$ cat config.mk
export PLATFORM = sky130hd
export DESIGN_NAME = sfi_spi_top
export DESIGN_NICKNAME = d
export VERILOG_FILES = /design/src/pkg/sfi_pkg.sv /design/src/hw/sfi_spi_top.sv
export SDC_FILE = /design/constraint.sdc
export NUM_CORES = 1
export LEC_CHECK = 0
export BUFFER_PORTS_ARGS = -buffer_cell sky130_fd_sc_hd__clkbuf_2
export CORE_UTILIZATION = 59
export DETAILED_ROUTE_END_ITERATION = 10
export PLACE_DENSITY = 0.82
export SLEW_MARGIN = 10
export SYNTH_ARGS = -nofsm -noshare
export SYNTH_HDL_FRONTEND = slang
export SYNTH_SLANG_ARGS = --single-unit
$ cat constraint.sdc
create_clock -name clock -period 4.48 [get_ports clock]
set_input_delay 0.224 -clock clock [delete_from_list [all_inputs] [get_ports clock]]
set_output_delay 0.224 -clock clock [all_outputs]
set_load 0.02 [all_outputs]
$ cat src/pkg/sfi_pkg.sv
//////////////////////////////////////////////////////////////////////////////
// Purpose: Constants and types for the serial port flag and interrupt block
// Assumes: 32-bit APB, one register per aligned word
// Notes:   Offsets are byte addresses
//////////////////////////////////////////////////////////////////////////////
package sfi_pkg;

    localparam logic [7:0] OFS_CTL1    = 8'h00;
    localparam logic [7:0] OFS_CTL2    = 8'h04;
    localparam logic [7:0] OFS_BAUD    = 8'h08;
    localparam logic [7:0] OFS_STATUS  = 8'h0c;
    localparam logic [7:0] OFS_MATCH_H = 8'h10;
    localparam logic [7:0] OFS_MATCH_L = 8'h14;
    localparam logic [7:0] OFS_DATA_H  = 8'h18;
    localparam logic [7:0] OFS_DATA_L  = 8'h1c;

    // Primary control bits
    localparam int B_RX_FAULT_IRQ_EN = 7;
    localparam int B_MODULE_ENABLE   = 6;
    localparam int B_TX_EMPTY_IRQ_EN = 5;
    localparam int B_MASTER_SELECT   = 4;
    localparam int B_CLOCK_POLARITY  = 3;
    localparam int B_CLOCK_PHASE     = 2;
    localparam int B_SELECT_OUT_EN   = 1;
    localparam int B_LSB_FIRST       = 0;

    // Secondary control bits
    localparam int B_MATCH_IRQ_EN    = 7;
    localparam int B_WORD_WIDTH_SEL  = 6;
    localparam int B_FAULT_DETECT_EN = 4;
    localparam int B_BIDIR_OUTPUT_EN = 3;
    localparam int B_HALT_IN_WAIT    = 1;
    localparam int B_SINGLE_WIRE     = 0;
    localparam logic [7:0] CTL2_IMPL_MASK = 8'hdb;

    // Baud fields
    localparam int B_PRESCALE_LO = 4;
    localparam int B_DIVISOR_LO  = 0;
    localparam logic [7:0] BAUD_IMPL_MASK = 8'h77;

    // Status bits
    localparam int B_RX_FULL_FLAG  = 7;
    localparam int B_MATCH_FLAG    = 6;
    localparam int B_TX_EMPTY_FLAG = 5;
    localparam int B_FAULT_FLAG    = 4;

    localparam logic [7:0] RST_CTL1 = 8'h04;
    localparam logic [7:0] RST_CTL2 = 8'h00;
    localparam logic [7:0] RST_BAUD = 8'h00;

    // Index of the last clock edge of a word
    localparam logic [4:0] LAST_EDGE_BYTE = 5'h0f;
    localparam logic [4:0] LAST_EDGE_WORD = 5'h1f;

    typedef enum logic [0:0] {
        ST_IDLE = 1'b0,
        ST_RUN  = 1'b1
    } sfi_state_e;

    typedef struct packed {
        logic o;
        logic oe_n;
    } sfi_pin_s;

endpackage : sfi_pkg

$ cat src/hw/sfi_spi_top.sv
//////////////////////////////////////////////////////////////////////////////
// Purpose: Serial peripheral port with status flags, masks and one request
// Assumes: Pins synchronous to clock; APB slave with zero wait states
// Notes:   Output enables are active low
//////////////////////////////////////////////////////////////////////////////
// Summary of operation
// - Receive-full and fault share one enable mask
// - Transmit-empty gated by transmit enable mask
// - Match flag gated by match enable mask
// - Any enabled flag raises the single request
// - Fault sets flag, aborts transfer, clears master
// - Fault request stays while fault flag set
// - Receive-full set after complete byte or word
// - Held receive-full discards the next word
// - Transmit-empty set once word enters shifter, as master once transfer starts
// - Match compares low byte or whole word
// - Primary control bit layout
// - Secondary control bit layout
// - Baud prescale and divisor fields
// - Status bit layout, low nibble zero
// - High match writes ignored in byte mode
// - High data byte used in word mode
// - Bit order, clock phase and polarity
// - Single-wire pins and run in wait
// - Status read then control write clears fault
// - No request unless module enabled
// - Fault forces slave with pins released
//////////////////////////////////////////////////////////////////////////////
//
// Register access over APB and the address map are this design's own decisions.
module sfi_spi_top
    import sfi_pkg::*;
(
    input  wire logic        clock,
    input  wire logic        rst,
    input  wire logic        psel,
    input  wire logic        penable,
    input  wire logic        pwrite,
    input  wire logic [7:0]  paddr,
    input  wire logic [31:0] pwdata,
    output logic [31:0]      prdata,
    output logic             pready,
    output logic             pslverr,
    output logic             irq,
    input  wire logic        wait_mode,
    input  wire logic        serial_clock_pin_in,
    output sfi_pin_s         serial_clock_pin,
    input  wire logic        mosi_in,
    output sfi_pin_s         mosi_pin,
    input  wire logic        miso_in,
    output sfi_pin_s         miso_pin,
    input  wire logic        ss_n_in,
    output sfi_pin_s         ss_n_pin
);

    //////////////////////////////////////////////////////////////////////////
    // Registers
    logic [7:0]  ctl1_r;
    logic [7:0]  ctl2_r;
    logic [7:0]  baud_r;
    logic [7:0]  match_h_r;
    logic [7:0]  match_l_r;
    logic [15:0] tx_data_r;
    logic [15:0] rx_data_r;
    logic        rx_full_flag_r;
    logic        tx_empty_flag_r;
    logic        match_flag_r;
    logic        fault_flag_r;
    logic        arm_rx_r;
    logic        arm_tx_r;
    logic        arm_fault_r;
    logic [31:0] prdata_r;
    sfi_state_e  state_r;
    logic [15:0] shift_r;
    logic [4:0]  edge_cnt_r;
    logic [10:0] div_cnt_r;
    logic        sck_r;
    logic        sck_prev_r;
    logic        in_bit_r;

    //////////////////////////////////////////////////////////////////////////
    // Control fields
    wire rx_fault_irq_en  = ctl1_r[B_RX_FAULT_IRQ_EN];
    wire module_enable    = ctl1_r[B_MODULE_ENABLE];
    wire tx_empty_irq_en  = ctl1_r[B_TX_EMPTY_IRQ_EN];
    wire master_select    = ctl1_r[B_MASTER_SELECT];
    wire clock_polarity   = ctl1_r[B_CLOCK_POLARITY];
    wire clock_phase      = ctl1_r[B_CLOCK_PHASE];
    wire select_output_en = ctl1_r[B_SELECT_OUT_EN];
    wire lsb_first        = ctl1_r[B_LSB_FIRST];
    wire match_irq_en     = ctl2_r[B_MATCH_IRQ_EN];
    wire word_width_sel   = ctl2_r[B_WORD_WIDTH_SEL];
    wire fault_detect_en  = ctl2_r[B_FAULT_DETECT_EN];
    wire bidir_output_en  = ctl2_r[B_BIDIR_OUTPUT_EN];
    wire halt_in_wait     = ctl2_r[B_HALT_IN_WAIT];
    wire single_wire_mode = ctl2_r[B_SINGLE_WIRE];
    wire [2:0] prescale   = baud_r[B_PRESCALE_LO +: 3];
    wire [2:0] divisor    = baud_r[B_DIVISOR_LO +: 3];

    //////////////////////////////////////////////////////////////////////////
    // Bus decode
    wire setup_ph  = psel & ~penable;
    wire access_ph = psel & penable;
    wire wr_acc    = access_ph & pwrite;
    wire rd_acc    = access_ph & ~pwrite;
    wire hit_ctl1    = (paddr == OFS_CTL1);
    wire hit_ctl2    = (paddr == OFS_CTL2);
    wire hit_baud    = (paddr == OFS_BAUD);
    wire hit_status  = (paddr == OFS_STATUS);
    wire hit_match_h = (paddr == OFS_MATCH_H);
    wire hit_match_l = (paddr == OFS_MATCH_L);
    wire hit_data_h  = (paddr == OFS_DATA_H);
    wire hit_data_l  = (paddr == OFS_DATA_L);
    wire mapped = hit_ctl1 | hit_ctl2 | hit_baud | hit_status |
                  hit_match_h | hit_match_l | hit_data_h | hit_data_l;
    wire [7:0] status_val = {rx_full_flag_r, match_flag_r, tx_empty_flag_r,
                             fault_flag_r, 4'h0};
    wire [7:0] rd_mux = hit_ctl1    ? ctl1_r :
                        hit_ctl2    ? ctl2_r :
                        hit_baud    ? baud_r :
                        hit_status  ? status_val :
                        hit_match_h ? match_h_r :
                        hit_match_l ? match_l_r :
                        hit_data_h  ? rx_data_r[15:8] :
                        hit_data_l  ? rx_data_r[7:0] : 8'h00;
    wire wr_ctl1    = wr_acc & hit_ctl1;
    wire wr_ctl2    = wr_acc & hit_ctl2;
    wire wr_baud    = wr_acc & hit_baud;
    wire wr_match_h = wr_acc & hit_match_h & word_width_sel;
    wire wr_match_l = wr_acc & hit_match_l;
    wire wr_data_h  = wr_acc & hit_data_h;
    wire wr_data_l  = wr_acc & hit_data_l;
    wire rd_status  = rd_acc & hit_status;
    wire rd_data_l  = rd_acc & hit_data_l;

    assign pready  = 1'b1;
    assign pslverr = access_ph & ~mapped;
    assign prdata  = prdata_r;

    //////////////////////////////////////////////////////////////////////////
    // Transfer engine decode
    wire [4:0]  last_edge = word_width_sel ? LAST_EDGE_WORD : LAST_EDGE_BYTE;
    wire [10:0] half_cnt  = 11'({7'h00, 4'({1'b0, prescale}) + 4'h1} << divisor);
    wire        is_run    = (state_r == ST_RUN);
    wire        stall     = halt_in_wait & wait_mode & master_select;
    wire        fault_evt = module_enable & master_select & fault_detect_en &
                            ~select_output_en & ~ss_n_in;
    wire        m_tick    = is_run & master_select & ~stall & (div_cnt_r == 11'h000);
    wire        s_edge    = is_run & ~master_select & (serial_clock_pin_in != sck_prev_r);
    wire        any_edge  = m_tick | s_edge;
    wire        smp_edge  = any_edge & (edge_cnt_r[0] == clock_phase);
    wire        sft_edge  = any_edge & (edge_cnt_r[0] != clock_phase) &
                            ~(clock_phase & (edge_cnt_r == 5'h00));
    wire        last_hit  = any_edge & (edge_cnt_r == last_edge);
    wire        data_in   = (master_select ^ single_wire_mode) ? miso_in : mosi_in;
    wire        fin_bit   = clock_phase ? data_in : in_bit_r;
    wire        dout      = lsb_first ? shift_r[0] :
                            (word_width_sel ? shift_r[15] : shift_r[7]);
    wire        s_start   = ~is_run & module_enable & ~master_select & ~ss_n_in &
                            ~fault_flag_r;
    wire        s_abort   = is_run & ~master_select & ss_n_in;
    wire        load_tx   = ~is_run & module_enable & ~tx_empty_flag_r &
                            (master_select | ss_n_in);
    wire        m_start   = load_tx & master_select & ~stall;
    wire        word_done = last_hit & module_enable;

    function automatic logic [15:0] shift_in(input logic [15:0] sh, input logic b,
                                             input logic lsb, input logic wide);
        logic [15:0] r;
        r = {sh[14:0], b};
        if (lsb) begin
            r = wide ? {b, sh[15:1]} : {8'h00, b, sh[7:1]};
        end
        return r;
    endfunction : shift_in

    wire [15:0] sft_val  = shift_in(shift_r, in_bit_r, lsb_first, word_width_sel);
    wire [15:0] fin_val  = shift_in(shift_r, fin_bit, lsb_first, word_width_sel);
    wire [15:0] rx_word  = word_width_sel ? fin_val : {8'h00, fin_val[7:0]};
    wire        match_eq = word_width_sel ?
                           (rx_word == {match_h_r, match_l_r}) :
                           (rx_word[7:0] == match_l_r);
    wire        rx_take  = word_done & ~rx_full_flag_r;

    //////////////////////////////////////////////////////////////////////////
    // Flag next values: hardware set wins over software clear
    wire clr_rx    = rd_data_l & arm_rx_r;
    wire clr_tx    = wr_data_l & arm_tx_r;
    wire clr_fault = wr_ctl1 & arm_fault_r;
    wire rx_full_nxt  = rx_take | (rx_full_flag_r & ~clr_rx);
    wire match_nxt    = (rx_take & match_eq) | (match_flag_r & ~clr_rx);
    wire tx_empty_nxt = (load_tx & (master_select ? m_start : 1'b1)) |
                        (tx_empty_flag_r & ~clr_tx);
    wire fault_nxt    = fault_evt | (fault_flag_r & ~clr_fault);

    wire [7:0] ctl1_wr = wr_ctl1 ? pwdata[7:0] : ctl1_r;
    wire [7:0] ctl1_nxt = fault_evt ? (ctl1_wr & ~(8'h01 << B_MASTER_SELECT)) :
                          ctl1_wr;
    wire [7:0] ctl2_wr = wr_ctl2 ? (pwdata[7:0] & CTL2_IMPL_MASK) : ctl2_r;
    wire [7:0] ctl2_nxt = (fault_evt & single_wire_mode) ?
                          (ctl2_wr & ~(8'h01 << B_BIDIR_OUTPUT_EN)) : ctl2_wr;

    //////////////////////////////////////////////////////////////////////////
    // Request toward the processor
    assign irq = module_enable &
                 ((rx_fault_irq_en & (rx_full_flag_r | fault_flag_r)) |
                  (tx_empty_irq_en & tx_empty_flag_r) |
                  (match_irq_en & match_flag_r));

    //////////////////////////////////////////////////////////////////////////
    // Pins
    wire drive_m  = module_enable & master_select & ~fault_flag_r;
    wire drive_s  = module_enable & ~master_select & ~fault_flag_r & ~ss_n_in;
    wire data_oe  = ~single_wire_mode | bidir_output_en;
    wire ss_drive = drive_m & select_output_en & fault_detect_en;

    assign serial_clock_pin.o    = sck_r;
    assign serial_clock_pin.oe_n = ~drive_m;
    assign mosi_pin.o            = dout;
    assign mosi_pin.oe_n         = ~(drive_m & data_oe);
    assign miso_pin.o            = dout;
    assign miso_pin.oe_n         = ~(drive_s & data_oe);
    assign ss_n_pin.o            = ~is_run;
    assign ss_n_pin.oe_n         = ~ss_drive;

    //////////////////////////////////////////////////////////////////////////
    // Register file
    always_ff @(posedge clock or posedge rst) begin
        if (rst) begin
            ctl1_r    <= RST_CTL1;
            ctl2_r    <= RST_CTL2;
            baud_r    <= RST_BAUD;
            match_h_r <= 8'h00;
            match_l_r <= 8'h00;
            tx_data_r <= 16'h0000;
            prdata_r  <= 32'h0000_0000;
        end else begin
            ctl1_r <= ctl1_nxt;
            ctl2_r <= ctl2_nxt;
            if (wr_baud) begin
                baud_r <= pwdata[7:0] & BAUD_IMPL_MASK;
            end
            if (wr_match_h) begin
                match_h_r <= pwdata[7:0];
            end
            if (wr_match_l) begin
                match_l_r <= pwdata[7:0];
            end
            if (wr_data_h) begin
                tx_data_r[15:8] <= pwdata[7:0];
            end
            if (wr_data_l) begin
                tx_data_r[7:0] <= pwdata[7:0];
            end
            if (setup_ph) begin
                prdata_r <= {24'h000000, rd_mux};
            end
        end
    end

    //////////////////////////////////////////////////////////////////////////
    // Flags and status-read arming
    always_ff @(posedge clock or posedge rst) begin
        if (rst) begin
            rx_full_flag_r  <= 1'b0;
            tx_empty_flag_r <= 1'b1;
            match_flag_r    <= 1'b0;
            fault_flag_r    <= 1'b0;
            arm_rx_r        <= 1'b0;
            arm_tx_r        <= 1'b0;
            arm_fault_r     <= 1'b0;
        end else begin
            rx_full_flag_r  <= rx_full_nxt;
            tx_empty_flag_r <= tx_empty_nxt;
            match_flag_r    <= match_nxt;
            fault_flag_r    <= fault_nxt;
            if (rd_status) begin
                arm_rx_r    <= prdata_r[B_RX_FULL_FLAG];
                arm_tx_r    <= prdata_r[B_TX_EMPTY_FLAG];
                arm_fault_r <= prdata_r[B_FAULT_FLAG];
            end else begin
                arm_rx_r    <= arm_rx_r & ~clr_rx;
                arm_tx_r    <= arm_tx_r & ~clr_tx;
                arm_fault_r <= arm_fault_r & ~clr_fault;
            end
        end
    end

    //////////////////////////////////////////////////////////////////////////
    // Shifter and serial clock
    always_ff @(posedge clock or posedge rst) begin
        if (rst) begin
            state_r    <= ST_IDLE;
            shift_r    <= 16'h0000;
            edge_cnt_r <= 5'h00;
            div_cnt_r  <= 11'h000;
            sck_r      <= 1'b0;
            sck_prev_r <= 1'b0;
            in_bit_r   <= 1'b0;
            rx_data_r  <= 16'h0000;
        end else begin
            sck_prev_r <= serial_clock_pin_in;
            if (rx_take) begin
                rx_data_r <= rx_word;
            end
            case (state_r)
                ST_IDLE: begin
                    sck_r      <= clock_polarity;
                    edge_cnt_r <= 5'h00;
                    div_cnt_r  <= half_cnt - 11'h001;
                    if (load_tx) begin
                        shift_r <= tx_data_r;
                    end
                    if (m_start | s_start) begin
                        state_r <= ST_RUN;
                    end
                end
                ST_RUN: begin
                    if (m_tick) begin
                        div_cnt_r <= half_cnt - 11'h001;
                        sck_r     <= ~sck_r;
                    end else if (~stall) begin
                        div_cnt_r <= div_cnt_r - 11'h001;
                    end
                    if (smp_edge) begin
                        in_bit_r <= data_in;
                    end
                    if (sft_edge) begin
                        shift_r <= sft_val;
                    end
                    if (any_edge) begin
                        edge_cnt_r <= edge_cnt_r + 5'h01;
                    end
                    if (last_hit) begin
                        shift_r <= fin_val;
                    end
                    if (last_hit | fault_evt | s_abort | ~module_enable) begin
                        state_r <= ST_IDLE;
                    end
                end
                default: begin
                    state_r <= ST_IDLE;
                end
            endcase
        end
    end

endmodule : sfi_spi_top

==> results.tsv <==
stage	metric	value	unit
clock_tree	CTS Hold Bufs	1	
synthesis	register area share after synthesis	0.413	
synthesis	Synth Area in Adders	0.0104	
timing	Setup violations, final	0	
timing	fmax	339	MHz
drt	vias per cell	6.42	
power	power per cell area	338	mW/mm^2
clock_tree	Sink Count	119	
placement	GPL Wtd Cong	0.927	
layout	layout filler cell count	895	
critical_path	Critical Path AT	3.25	ns
critical_path	FF-to-FF Start	div_cnt_r[0]	
timing	Final Hold Fails	0	
drt	first-pass detailed-route iteration total	7	
synthesis	cell count after synthesis	758	
die	initial core utilization	0.604	
global_routing	GRT Util Overall	0.307	
critical_path	Max FO, Critical Path	20	
drt	WL per Instance	19.7	um
layout	area occupied by multi-input gates	0.00386	sq mm
drt	DRC viols	0	
synthesis	Netlist cell types	69	
global_routing	largest net degree at the start of global routing	79	
synthesis	Synth Area in Compound Gates	0.144	
timing	Slew @ Worst Pin	0.976	ns
power	worst vdd ir	236	uV
placement	placed instance count	906	
layout	ant diodes	0	
clock_tree	Longest Clk Path Bufs	2	
global_routing	global route overflow	0	
run	# Max-Cap Violations	0	
layout	most frequent cells in the layout	117 x dfrtp_1, 79 x nand2_1, 63 x mux2_2	
synthesis	Syn Area/Cell	9.53	sq um
layout	Final #Nets	835	
global_routing	first-pass GRT wire length	30.0	mm
drt	vias post-DR	6010	
clock_tree	Num CTS Buffers	17	
die	CORE AREA	0.0120	sq mm
layout	Layout area overhead	9.63	%
drt	Iteration-0 DRC Markers	719	
synthesis	XOR/XNOR Fraction of Synth Area	0.0279	
synthesis	#FFs+latches synth	119	
status	status	completed	
critical_path	WS Path Type	reg2reg	
layout	Layout Utilization	0.662	
critical_path	Worst setup EP type	flop	
layout	Design Area, Final	0.00792	sq mm
layout	most common cell after layout, fill and taps aside	dfrtp_1	
drt	Detail Route Antenna Nets	0	
critical_path	CP startpoint	div_cnt_r[0]	
die	Rows	40	
synthesis	proportion of synthesized area in mux cells	0.163	
global_routing	initial antenna violation count	0	
power	leak pwr	3.65	nW
critical_path	Worst Path Required	4.78	ns
clock_tree	TritonCTS clock tree	built	
clock_tree	CTS root buffer	clkbuf_16	
layout	layout cells sized above 1	0.204	
synthesis	Yosys warning count	0	
drt	DRT Wirelength	18.4	mm
synthesis	simple-gate share of the synthesized area	0.177	
synthesis	asr flop ratio synth	1.00	
clock_tree	post-cts resize count	0	
synthesis	EDFF count, synth	0	
placement	Final HPWL DP	12.6	mm
min_path	Worst Hold Class	in2async	
critical_path	startpoint types	flop	
timing	Slew HR	0.349	
timing	Tcrit/Tclk final	0.659	
clock_tree	clock-pin slew on the worst setup and hold paths	0.05	ns
global_routing	vias in the first global route	5810	
timing	unrepaired setup endpoints after global routing	no	
placement	DP Area	0.00735	sq mm
layout	Register Area	0.00298	sq mm
clock_tree	H-tree Lvls	4	
timing	min Tclk post-route	2.95	ns
die	die width	113	um
placement	PortBufs	43	
synthesis	ys flop type	dfrtp_1	
clock_tree	clk_lat worst skew	0.43	ns
synthesis	largest family of logic cells by synthesized area	simple AND/OR/NAND/NOR gates	
timing	Max Clock Skew	0.0124	ns
die	Ports	93	
die	Die Height	113	um
layout	Non-Filler Instances	936	
synthesis	cell area after synthesis	0.00722	sq mm
clock_tree	setup bufs post-CTS	0	
timing	Slew Limit Fails	0	
die	DIE AREA	0.0127	sq mm
timing	Final TNS setup	0	ns
layout make-up:
class                   instances  share of cell area
well taps                     147              0.0232
inverters                      22              0.0107
clock inverters                 9              0.0131
multi-input cells             572               0.488
flip-flops and latches        119               0.376
clock buffers                  20              0.0577
repair buffers                 47              0.0313
per-stage QoR:
step | power, mW | hold slack [ns] | setup WS, ns
after global placement | 1.37 | 0.362 | 1.67
after detailed placement | 1.38 | 0.366 | 1.61
after CTS | 2.68 | 0.0571 | 1.55
after floorplan | 1.32 | 0.255 | 1.10
final | 2.68 | 0.0260 | 1.53
after global routing | 2.75 | 0.122 | 1.33
critical path: stages (launching register included):
cell	delay, ns
dfrtp_1	0.39
inv_1	0.10
ha_1	0.20
and4b_1	0.19
and4_1	0.24
o211ai_1	0.41
nand3_1	0.75
mux2_2	0.55
cell families after synthesis:
| group | after synthesis |
|---|---|
| AOI/OAI and AO/OA | 170 |
| xor gates and xnor gates | 23 |
| adders and majority gates | 6 |
| buffers and inverters | 90 |
| DFF | 119 |
| muxes | 98 |
| other | 2 |
| and+or+nand+nor | 250 |
path summary, 6_finish.rpt:
kind | end | slack (ns) | cells after the start
setup / recovery | shift_r[6] | 1.53 | 7
hold / removal | tx_data_r[9] | 0.03 | 2
setup reg to reg | shift_r[6] | 1.53 | 7
hold reg to reg | rx_data_r[15] | 0.47 | 1
max in group asynchronous | ctl1_r[2] | 3.32 | 3
min in group clock | ctl1_r[7] | 0.17 | 2
registers in the layout, indices dropped and copies added (netlist names), 5 cells and up:
signal and flops:
tx_data_r 16, baud_r 6, div_cnt_r 11, match_l_r 8, match_h_r 8, edge_cnt_r 5, prdata 8, ctl1_r 8
ctl2_r 6, rx_data_r 16, shift_r 16
synthesized netlist by cell type (3+ instances only):
cell type,instances,area share
a21oi_1,48,0.033
nor4_1,3,0.0026
and4b_1,3,0.0042
a21o_1,5,0.0052
and4_1,3,0.0036
and3b_1,4,0.0048
or2_2,4,0.0035
a22oi_1,6,0.0062
or3_1,9,0.0078
buf_4,29,0.030
mux2i_1,22,0.030
o21ai_0,49,0.034
a211oi_1,4,0.0042
xor2_1,9,0.011
and2_1,3,0.0026
nand2b_1,15,0.013
nor3_1,12,0.0083
nor2_1,56,0.029
mux4_2,9,0.028
clkbuf_1,24,0.012
o31ai_1,5,0.0052
xnor2_1,14,0.017
nor2b_1,5,0.0043
dfrtp_1,117,0.41
nand2_1,79,0.041
buf_2,11,0.0076
mux2_1,4,0.0062
inv_1,19,0.0099
nand4_1,8,0.0069
buf_1,3,0.0016
o211ai_1,9,0.0094
mux2_2,63,0.098
ha_1,6,0.010
a221oi_1,4,0.0048
a31oi_1,11,0.0095
and3_1,6,0.0052
nand4b_1,3,0.0036
nand3_1,24,0.017
o22ai_1,8,0.0069
where the power goes:
part	switching, mW	internal, mW
Combinational	0.154	0.0795
Clock	0.476	0.832
Sequential	0.0331	1.10
Total	0.663	2.01
per-layer routing:
metal	global-route usage	part of all wire	vias to the layer above
met2	0.500	0.49	251
met1	0.400	0.42	2976
met5	0	0	-
met4	0.134	0.034	0
li1	-	-	2723
met3	0.0632	0.057	60
No activity file was read; power rests on OpenSTA's default activity.
